--- config.mk ---
export PLATFORM = sky130hd
export DESIGN_NAME = dpfa_top
export DESIGN_NICKNAME = d
export VERILOG_FILES = /design/src/dpfa_pkg.sv /design/src/dpfa_port.sv /design/src/dpfa_top.sv
export VERILOG_INCLUDE_DIRS = /design/src
export SDC_FILE = /design/constraint.sdc
export NUM_CORES = 1
export LEC_CHECK = 0
export BUFFER_PORTS_ARGS = -buffer_cell sky130_fd_sc_hd__buf_2
export CAP_MARGIN = 15
export CORE_MARGIN = 3
export CORE_UTILIZATION = 45
export CTS_BUF_LIST = sky130_fd_sc_hd__clkbuf_8
export CTS_CLUSTER_DIAMETER = 120
export DETAILED_ROUTE_END_ITERATION = 16
export HOLD_SLACK_MARGIN = 0.08
export PLACE_DENSITY = 0.78
export SYNTH_ARGS = -nofsm -noshare
export SYNTH_HDL_FRONTEND = slang
export SYNTH_SLANG_ARGS = --single-unit
--- constraint.sdc ---
create_clock -name sys_clk -period 2 [get_ports sys_clk]
set_input_delay 0.3 -clock sys_clk [delete_from_list [all_inputs] [get_ports sys_clk]]
set_output_delay 0.3 -clock sys_clk [all_outputs]
set_load 0.005 [all_outputs]
--- src/dpfa_params.svh ---
// Constants of the dual port flash arbiter
`ifndef DPFA_PARAMS_SVH
`define DPFA_PARAMS_SVH
`define DPFA_ADDR_W       24
`define DPFA_DATA_W       64
`define DPFA_MID_W        3
`define DPFA_CORE_PORT    1'h0
`define DPFA_SHARED_PORT  1'h1
`define DPFA_CORE_SLAVE   3'h0
`define DPFA_SHARED_SLAVE 3'h3
`define DPFA_CORE_MASK    8'h03
`define DPFA_SHARED_MASK  8'hFC
`define DPFA_RR_RESET     1'h0
`endif

--- src/dpfa_pkg.sv ---
// Types of the dual port flash arbiter
`include "dpfa_params.svh"
package dpfa_pkg;
   typedef enum logic [0:0] {
      DPFA_MODE_FIXED = 1'b0,
      DPFA_MODE_RR    = 1'b1
   } dpfa_mode_t;

   typedef struct packed {
      logic                      valid;
      logic [`DPFA_MID_W-1:0]    master;
      logic [`DPFA_ADDR_W-1:0]   addr;
   } dpfa_req_t;

   typedef struct packed {
      logic                      valid;
      logic                      error;
      logic [`DPFA_DATA_W-1:0]   data;
   } dpfa_rsp_t;

   typedef struct packed {
      logic                      valid;
      logic                      port;
      logic [`DPFA_ADDR_W-1:0]   addr;
   } dpfa_arr_req_t;

   typedef struct packed {
      logic                      valid;
      logic [`DPFA_DATA_W-1:0]   data;
      logic                      ecc_multi;
      logic                      ecc_addr;
   } dpfa_arr_rsp_t;
endpackage

--- src/dpfa_port.sv ---
// One crossbar slave port of the flash arbiter: admission and holding register
`timescale 1ns/1ps
`default_nettype none
`include "dpfa_params.svh"
module dpfa_port #(
   parameter logic [7:0] ALLOW = 8'hFF
) (
   // Clock and reset
   input  wire logic               sys_clk,
   input  wire logic               rstn,
   // Crossbar side
   input  wire dpfa_pkg::dpfa_req_t req,
   output logic                    req_ready,
   // Arbiter side
   output logic                    pending,
   output dpfa_pkg::dpfa_req_t     held,
   input  wire logic               grant,
   output logic                    refused
);
   logic allowed;
   logic take;

   assign allowed   = ALLOW[req.master];
   assign req_ready = ~pending;
   assign take      = req.valid & req_ready & allowed;
   assign refused   = req.valid & req_ready & ~allowed;

   always_ff @(posedge sys_clk) begin
      if (!rstn) begin
         pending <= 1'h0;
         held    <= '0;
      end else if (take) begin
         pending <= 1'h1;
         held    <= req;
      end else if (grant) begin
         pending <= 1'h0;
      end
   end
endmodule
`default_nettype wire

--- src/dpfa_top.sv ---
// Dual port flash arbiter: two crossbar slave ports sharing one flash array
//
// Overview of operation
// - Two independent read ports share one array
// - Core-only port admits first core masters only
// - Shared port admits all other masters
// - Mode input picks round-robin or fixed priority
// - Fixed mode grants higher-priority port on collision
// - Round-robin alternates grants under contention
// - ECC address and multi-bit errors flagged
// - Core-only port is slave zero, masters 0-1
// - Shared port is slave three, masters 2-7
`timescale 1ns/1ps
`default_nettype none
`include "dpfa_params.svh"
module dpfa_top (
   // Clock and reset
   input  wire logic                 sys_clk,
   input  wire logic                 rstn,
   // Configuration
   input  wire dpfa_pkg::dpfa_mode_t arb_mode,
   input  wire logic                 hi_prio_port,
   // Core-only port (crossbar slave 0)
   input  wire dpfa_pkg::dpfa_req_t  core_req,
   output logic                      core_ready,
   output dpfa_pkg::dpfa_rsp_t       core_rsp,
   // Shared port (crossbar slave 3)
   input  wire dpfa_pkg::dpfa_req_t  shr_req,
   output logic                      shr_ready,
   output dpfa_pkg::dpfa_rsp_t       shr_rsp,
   // Flash array
   output dpfa_pkg::dpfa_arr_req_t   arr_req,
   input  wire logic                 arr_ready,
   input  wire dpfa_pkg::dpfa_arr_rsp_t arr_rsp
);
   logic                core_pend;
   logic                shr_pend;
   dpfa_pkg::dpfa_req_t core_held;
   dpfa_pkg::dpfa_req_t shr_held;
   logic                core_refused;
   logic                shr_refused;
   logic                core_grant;
   logic                shr_grant;
   logic                busy;
   logic                owner;
   logic                rr_turn;
   logic                both;
   logic                pick;
   logic                issue;
   dpfa_pkg::dpfa_rsp_t next_core_rsp;
   dpfa_pkg::dpfa_rsp_t next_shr_rsp;
   logic                rsp_err;

   // Masters 0 and 1 only reach slave 0
   dpfa_port #(.ALLOW(`DPFA_CORE_MASK)) u_core (
      .sys_clk   (sys_clk),
      .rstn      (rstn),
      .req       (core_req),
      .req_ready (core_ready),
      .pending   (core_pend),
      .held      (core_held),
      .grant     (core_grant),
      .refused   (core_refused)
   );

   // Masters 2 through 7 reach slave 3
   dpfa_port #(.ALLOW(`DPFA_SHARED_MASK)) u_shr (
      .sys_clk   (sys_clk),
      .rstn      (rstn),
      .req       (shr_req),
      .req_ready (shr_ready),
      .pending   (shr_pend),
      .held      (shr_held),
      .grant     (shr_grant),
      .refused   (shr_refused)
   );

   // One read in flight at a time; the array is single ported
   assign both  = core_pend & shr_pend;
   assign pick  = !both ? shr_pend :
                  (arb_mode == dpfa_pkg::DPFA_MODE_RR) ? rr_turn :
                  hi_prio_port;
   assign issue = ~busy & (core_pend | shr_pend) & arr_ready;
   assign core_grant = issue & (pick == `DPFA_CORE_PORT);
   assign shr_grant  = issue & (pick == `DPFA_SHARED_PORT);

   assign arr_req.valid = ~busy & (core_pend | shr_pend);
   assign arr_req.port  = pick;
   assign arr_req.addr  = (pick == `DPFA_SHARED_PORT) ? shr_held.addr : core_held.addr;

   // Address and multi-bit faults are both uncorrectable
   assign rsp_err = arr_rsp.ecc_multi | arr_rsp.ecc_addr;

   // Refused masters get an immediate error so they never hang
   always_comb begin
      next_core_rsp       = '0;
      next_shr_rsp        = '0;
      next_core_rsp.data  = arr_rsp.data;
      next_shr_rsp.data   = arr_rsp.data;
      if (busy && arr_rsp.valid) begin
         if (owner == `DPFA_SHARED_PORT) begin
            next_shr_rsp.valid = 1'h1;
            next_shr_rsp.error = rsp_err;
         end else begin
            next_core_rsp.valid = 1'h1;
            next_core_rsp.error = rsp_err;
         end
      end
      if (core_refused) begin
         next_core_rsp.valid = 1'h1;
         next_core_rsp.error = 1'h1;
         next_core_rsp.data  = '0;
      end
      if (shr_refused) begin
         next_shr_rsp.valid = 1'h1;
         next_shr_rsp.error = 1'h1;
         next_shr_rsp.data  = '0;
      end
   end

   always_ff @(posedge sys_clk) begin
      if (!rstn) begin
         busy     <= 1'h0;
         owner    <= 1'h0;
         rr_turn  <= `DPFA_RR_RESET;
         core_rsp <= '0;
         shr_rsp  <= '0;
      end else begin
         core_rsp <= next_core_rsp;
         shr_rsp  <= next_shr_rsp;
         if (issue) begin
            busy  <= 1'h1;
            owner <= pick;
            // Turn passes to the other port after each grant
            rr_turn <= ~pick;
         end else if (busy && arr_rsp.valid) begin
            busy <= 1'h0;
         end
      end
   end
endmodule
`default_nettype wire

Word level (Yosys, flattened, before mapping) --
Memories as Yosys holds them, arrays and structs flattened. Cells that the tools add are included.
Operators by class: reductions and logical operators 6, $lt $le $gt $ge 2, muxes and demuxes 17, bitwise gates (word level) 20
Operators with widths (count):
- 66-bit two-way mux | 2
- 24-bit two-way mux | 1
- 1-bit bitwise AND | 11
- 1-bit two-way mux | 10
- 3-bit by 4-bit < comparator with 1-bit output, second input constant | 2
- 2-bit two-way mux | 4
- 1-bit NOT | 7
- 2-bit nonzero test | 3
- 2-bit OR reduction | 2
- 1-bit bitwise OR | 2
- 1-bit logical AND | 1
Storage, ports and cells: bits of input ports 128, register bits after elaboration 185, bits in read-only memories 16, memories kept 2, output and inout port bits 160
Memory list:
- (no name shown) | words 8, bits a word 1, rd ports 1, clocked after memory_dff 0, wr ports 0, RTL line dpfa_port.sv:23 | assign allowed = ALLOW[req.master];
- (no name shown) | words 8, bits a word 1, rd ports 1, clocked after memory_dff 0, wr ports 0, RTL line dpfa_port.sv:23

Longest topological paths before layout --
Gate-level depths: netlist of run 1.
word-level depth 6, mapped depth 6, depth with buffers taken out 3

By module --
A second synthesis of run 1 with hierarchy kept.
Second synthesis, totals: cell total of the unflattened synthesis 580, area, all modules 6444.9 um^2
By module, submodules not included:
- dpfa_top | area an instance 4102.7 um^2, cells an instance 333, instances 1
- dpfa_port (u_shr) | area an instance 1189.9 um^2, cells an instance 126, instances 1
- dpfa_port (u_core) | area an instance 1152.4 um^2, cells an instance 121, instances 1

Worst setup path before layout of run 1 --
Ideal clock, no wire load.
path type input -> output, from input arb_mode, to output arr_req[10] (netlist bit), required time 1700 ps, stages 4, data arrival time 1316 ps, setup slack 384 ps, path through mux2i_1 a21oi_2 buf_4 mux2_2
RTL lines:
- start, declared | RTL line dpfa_top.sv:21 | input wire dpfa_pkg::dpfa_mode_t arb_mode,
- end, declared | RTL line dpfa_top.sv:32 | output dpfa_pkg::dpfa_arr_req_t arr_req,

==> reports/results.txt, run 1 <==
DP HPWL = 11.54 mm
initial antenna violation count = 0
dpl ws = 0.1765 ns
Crit Path Class = flop to output pin
final hold vios = 0
CP max FO = 6
crit path time final = 2.079 ns
CP Capture Type = output pin
fin crit share = 1.039
status = finished, violations left
vias in the first global route = 5894
commonest register cell after synthesis = dfxtp_1
wire per inst = 17.59 um
Critical Path Max Stage Delay = 0.36 ns
Worst Min Path Start = shr_req[8]
routed wire length = 20.00 mm
Seq cells post-synth = 185
arrival time at the worst endpoint = 1.78 ns
crit path cell chain = mux2i_4 -> a21oi_4 -> buf_6 -> clkbuf_16 -> mux2_4 -> buf_6
area leader, netlist = dfxtp_1
Post-Synthesis Cells = 561
Slew @ Worst Pin = 1.065 ns
number of synthesized flops with an enable pin = 0
Worst setup SP type = flop
Max Fclk = 481.1 MHz
Via density = 4.977
Yosys warnings = 0
Clock transition at path regs = 0.09 ns
GRT Overall Usage = 0.2614
Critical path origin = rr_turn
Die ar. = 0.01453 mm^2
Layout fillers = 846
RSZ-0062 raised after global routing = yes
clock buffer depth = 2
CTS H-tree depth = 4
Die Y = 120.5 um
Setup violations, final = 24
worst skew pair latency = 0.45 ns
Mapped Area = 0.005904 mm^2
Core ar. = 0.01272 mm^2
Reg2Reg Launch Point = u_core.pending
Boundary Pins = 288
Antenna Violating Nets Remaining = 0
share of layout cells above drive strength 1 = 0.3845
Worst path slowest cell = dfxtp_2
Avg Synthesized Cell Area = 10.52 um^2
maximum vdd drop = 0.0005858 V
hold depth = 3
Pleak = 4.321 nW
num rows = 41
Post-layout nets = 1080
CP most frequent cell = buf_6
Synth top area share = 0.6273
final worst slack = -0.07861 ns
max-slew violations = 0
top cells by area, synth = dfxtp_1 (63%), and2_1 (14%), mux2_2 (4.6%)
number of DRC markers in iteration 0 = 390
Max Cap Viol = 0
TritonCTS Buffers = 17
crit path buf inv count = 3
clock sinks = 185
Worst Hold Class = input port to flop
top cells by count, synth = dfxtp_1 (185), and2_1 (128), a21oi_1 (52), nand2_1 (52), nand3_1 (25)
clock skew = 0.01245 ns
most common cell in the synthesized netlist = dfxtp_1
Seq/Total Area, Yosys = 0.6273
Residual DRC = 0
die width = 120.5 um
Crit path max-delay family = multiplexers
area grow syn2layout = 55.37%
post-route setup TNS = -1.341 ns
Placer Congestion = 0.7491
syn_nets = 689
# diodes = 0
Async S/R FF share, synth = 0
power per standard cell area = 831.5 mW/mm^2
failing checks = negative setup slack
largest net degree at the start of global routing = 65
first drt pass iteration count = 5
CTS tree = built
initial core utilization = 0.4641
CTS root buffer = clkbuf_8
global-route wire length before repair = 29.70 mm
via count = 5659
critical path depth in cells = 6
Final Util = 0.7211
Port Buffers = 285
Slew HR = 0.2902
Remaining Overflow, GRT = 0
critical path required time = 1.70 ns
Cell variety after synth = 31
Worst Reg2Reg Path Length in Cells = 4
[final timing paths]
| kind | end | slack (ns) |
|---|---|---|
| setup / recovery | arr_req[23] | -0.08 |
| hold / removal | u_shr.held[8] | 0.12 |
| setup reg to reg | u_core.held[21] | 0.27 |
| hold reg to reg | u_core.held[5] | 0.46 |
[layout make-up]
| cell class | count | area [um^2] | share of cell area |
|---|---|---|---|
| inverters | 4 | 15.01 | 0.001637 |
| well taps | 172 | 215.2 | 0.02346 |
| multi-input cells | 336 | 2079 | 0.2267 |
| repair buffers | 408 | 2736 | 0.2983 |
| clock inverters | 15 | 187.7 | 0.02046 |
| clock buffers | 17 | 234.0 | 0.02550 |
| flip-flops and latches | 185 | 3706 | 0.4040 |
[flip-flops by register name, indices dropped and copies added, names as in the netlist]
name,cells
rr_turn,1
u_shr.pending,1
core_rsp,66
owner,1
busy,1
u_core.pending,1
shr_rsp,66
u_core.held,24
u_shr.held,24
[timing repair]
action / in CTS / in global routing
cloned: 1 / 1
hold buffers: 107 / 0
setup endpoints to repair: 24 / 24
pin swaps: 1 / 1
buffers inserted: 3 / 2
endpoints found under the hold margin: 171 / 0
resized for setup: 6 / 28
[worst reg2reg max path: cells and delay by family, from the launching register on]
kind            cells  cell delay, ns
simple gates        2            0.88
flops               1            0.39
buf+inv             1            0.18
compound gates      1            0.12
[stage by stage]
stage               instance area [um^2]  hold WS, ns  std cells  power, W
floorplan                           5904       0.4175        561  0.004388
global placement                    7458       0.4395        992  0.004785
detailed placement                  7458       0.4452        992  0.004807
CTS                                 9024      0.08171       1135  0.007583
global route                        9174      0.09938       1137  0.007903
finish                              9174       0.1168       1137  0.007628
[cell families after synthesis]
group / Yosys count / synth area share
buf+inv: 40 / 0.03391
mux: 25 / 0.04747
flops: 185 / 0.6273
simple gates: 223 / 0.2094
compound gates: 88 / 0.08201
[metal layers]
metal | share of wire | track usage | wire (um)
met4 | 0.049 | 0.1353 | 988
met1 | 0.34 | 0.2595 | 6749
met3 | 0.11 | 0.09822 | 2130
met2 | 0.51 | 0.4726 | 10140
met5 | 0 | 0 | 0
[report_power, final]
part           switching (W)  leakage (nW)  internal [W]
clock network        0.00137         0.203       0.00126
logic               0.000478          2.59      0.000565
registers          0.0000700          1.53       0.00389
total                0.00191          4.32       0.00571
[cells in the final DEF (no fill, tap or decap), types with 2 or more instances in the layout]
cell type and instances:
nor3_1 2, a21oi_1 52, dfxtp_2 2, inv_8 2, buf_2 272, a21oi_4 2, o21a_1 3, inv_1 3
nand2b_1 2, or2_2 2, nand2_1 52, dlygate4sd3_1 107, clkinv_2 2, inv_6 4, nand3_1 25, buf_6 15
mux2_4 13, mux2_2 11, clkbuf_8 17, bufinv_16 3, dfxtp_1 183, o21ai_0 24, clkinvlp_4 4, and2_1 128
nor2_1 8, buf_4 12
No activity file was read; power rests on OpenSTA's default activity.
==> run 2, diff against run 1 <==
--- a/config.mk
+++ b/config.mk
@@ -11,10 +11,11 @@
 export CORE_MARGIN = 3
 export CORE_UTILIZATION = 45
 export CTS_BUF_LIST = sky130_fd_sc_hd__clkbuf_8
-export CTS_CLUSTER_DIAMETER = 120
+export CTS_CLUSTER_DIAMETER = 150
 export DETAILED_ROUTE_END_ITERATION = 16
 export HOLD_SLACK_MARGIN = 0.08
 export PLACE_DENSITY = 0.78
 export SYNTH_ARGS = -nofsm -noshare
 export SYNTH_HDL_FRONTEND = slang
 export SYNTH_SLANG_ARGS = --single-unit
+export TNS_END_PERCENT = 5
==> constraint.sdc (replaced) <==
create_clock -name sys_clk -period 2 [get_ports sys_clk]
set_input_delay 0.3 -clock sys_clk [delete_from_list [all_inputs] [get_ports sys_clk]]
set_output_delay 0.3 -clock sys_clk [all_outputs]
set_load 0.1 [all_outputs]
==> run 2 against run 1 <==
The run still ends with negative setup slack left. Worst hold slack better by 0.025 ns. Sequential share of layout area shrank 1.6 points. Global-route usage grew 1.5 points. Combinational power increased by 140%. Count of clock-buffer cells in the layout grew 2. Utilization grew 3.0 points. Sequential cell count did not move. Total power grew 17%.
==> reports/results.txt, run 2 (synthesis gave the netlist of run 1 again) <==
Tot Pwr = 0.008937 W (was 0.007628 W)
largest registers = core_rsp x66, shr_rsp x66 (unchanged)
clock buffer depth = 2 (unchanged)
Crit Path Class = flop to output pin (unchanged)
Final Util = 0.7514 (was 0.7211)
number of DRC markers in iteration 0 = 370 (was 390)
WL met2 = 10.23 mm (was 10.14 mm)
initial core utilization = 0.4641 (unchanged)
Worst setup SP type = flop (unchanged)
Critical Path Max Stage Delay = 0.38 ns (was 0.36 ns)
routed wire length = 20.07 mm (was 20.00 mm)
crit path buf inv count = 2 (was 3)
wire per inst = 17.50 um (was 17.59 um)
CTS tree = built (unchanged)
global-route wire length before repair = 30.98 mm (was 29.70 mm)
Worst Hold Class = input port to flop (unchanged)
Area after DPL = 0.007933 mm^2 (was 0.007458 mm^2)
clock sinks = 185 (unchanged)
area grow syn2layout = 61.90% (was 55.37%)
worst skew pair latency = 0.47 ns (was 0.45 ns)
Port Buffers = 285 (unchanged)
Residual DRC = 0 (unchanged)
crit path time final = 2.196 ns (was 2.079 ns)
first drt pass iteration count = 5 (unchanged)
CP Capture Type = output pin (unchanged)
Layout fillers = 824 (was 846)
CTS H-tree depth = 4 (unchanged)
number of placed cells counting well taps = 994 (was 992)
CP max FO = 6 (unchanged)
Remaining Overflow, GRT = 0 (unchanged)
Post-layout nets = 1087 (was 1080)
WL met1 = 7.086 mm (was 6.749 mm)
critical path depth in cells = 5 (was 6)
post-route setup TNS = -4.333 ns (was -1.341 ns)
max-slew violations = 0 (unchanged)
most frequent cells in the layout = buf_2 (259), dfxtp_1 (183), and2_1 (128), dlygate4sd3_1 (112) (was buf_2 (272), dfxtp_1 (183), and2_1 (128), dlygate4sd3_1 (107))
DP HPWL = 12.07 mm (was 11.54 mm)
status = finished, violations left (unchanged)
num rows = 41 (unchanged)
metal3 WL = 1.772 mm (was 2.130 mm)
final hold vios = 0 (unchanged)
Slew @ Worst Pin = 0.5566 ns (was 1.065 ns)
share of layout cells above drive strength 1 = 0.3827 (was 0.3845)
Via density = 4.875 (was 4.977)
RSZ-0062 raised after global routing = yes (unchanged)
Max Cap Viol = 0 (unchanged)
Pleak = 4.432 nW (was 4.321 nW)
crit path cell chain = mux2i_4 -> a21oi_4 -> buf_6 -> mux2_4 -> buf_12 (was mux2i_4 -> a21oi_4 -> buf_6 -> clkbuf_16 -> mux2_4 -> buf_6)
via count = 5592 (was 5659)
top sig layer = met4 (unchanged)
Die ar. = 0.01453 mm^2 (unchanged)
CTS root buffer = clkbuf_8 (unchanged)
fin crit share = 1.098 (was 1.039)
TritonCTS Buffers = 17 (unchanged)
Design Area, Final = 0.009559 mm^2 (was 0.009174 mm^2)
non-filler cells, final = 1147 (was 1137)
Boundary Pins = 288 (unchanged)
hold depth = 2 (was 3)
Placer Congestion = 0.7926 (was 0.7491)
Antenna Violating Nets Remaining = 0 (unchanged)
initial antenna violation count = 2 (was 0)
Core ar. = 0.01272 mm^2 (unchanged)
vias in the first global route = 6041 (was 5894)
arrival time at the worst endpoint = 1.90 ns (was 1.78 ns)
die width = 120.5 um (unchanged)
Die Y = 120.5 um (unchanged)
maximum vdd drop = 0.0006971 V (was 0.0005858 V)
power per standard cell area = 934.9 mW/mm^2 (was 831.5 mW/mm^2)
clock skew = 0.01496 ns (was 0.01245 ns)
failing checks = negative setup slack (unchanged)
Setup violations, final = 24 (unchanged)
largest net degree at the start of global routing = 65 (unchanged)
Max Fclk = 455.4 MHz (was 481.1 MHz)
Worst Reg2Reg Path Length in Cells = 5 (was 4)
final worst slack = -0.1959 ns (was -0.07861 ns)
Clock transition at path regs = 0.08 ns (was 0.09 ns)
GRT Overall Usage = 0.2762 (was 0.2614)
critical path required time = 1.70 ns (about the same)
Slew HR = 0.6289 (was 0.2902)
Crit path max-delay family = multiplexers (unchanged)
most common cell after layout, fill and taps aside = buf_2 (unchanged)
Worst path slowest cell = dfxtp_2 (unchanged)
-- run 2: metrics by stage --
| step | setup slack [ns] | hold WS (ns) |
|---|---|---|
| CTS | -0.2611 | 0.1050 |
| global placement | 0.1379 | 0.4412 |
| finish | -0.1959 | 0.1417 |
| floorplan | -0.1684 | 0.4175 |
| detailed placement | 0.1053 | 0.4463 |
| global route | -0.2437 | 0.1298 |
-- run 2: timing repair --
| item | 4_1_cts | 5_1_grt |
|---|---|---|
| gates resized for setup | 13 | 5 |
| hold buffers | 112 | 0 |
| hold endpoints to repair | 176 | 0 |
| cloned | 2 | 0 |
| pin swaps | 1 | 1 |
| buffers inserted | 5 | 2 |
| setup endpoints to repair | 24 | 25 |
-- run 2: layer usage --
layer  GRT usage  vias to the layer above
met2      0.4932                      284
met3     0.08793                       65
met1      0.2828                     2622
met5           0                        -
met4      0.1593                        0
li1            -                     2621
-- run 2: path summary, 6_finish.rpt --
| kind | start | to | slack [ns] |
|---|---|---|---|
| max | rr_turn | arr_req[18] | -0.20 |
| min | rstn | busy | 0.14 |
| max reg2reg | u_shr.pending | u_shr.held[7] | 0.44 |
| min reg2reg | u_core.held[15] | u_core.held[15] | 0.46 |
-- run 2: area by class of cell --
cell class | instances | area, um^2 | share of cell area
clock inverter | 13 | 142.6 | 0.01492
sequential | 185 | 3709 | 0.3880
antenna | 3 | 7.507 | 0.0007853
multi-input combinational | 336 | 2121 | 0.2219
timing repair buffer | 415 | 3084 | 0.3226
inverter | 4 | 18.77 | 0.001963
tap | 172 | 215.2 | 0.02251
clock buffer | 19 | 261.5 | 0.02736
-- run 2: power breakdown --
| part | internal, W | total (W) | switching [W] |
|---|---|---|---|
| registers | 0.00388 | 0.00396 | 0.0000757 |
| logic | 0.000653 | 0.00246 | 0.00181 |
| clock network | 0.00119 | 0.00251 | 0.00132 |
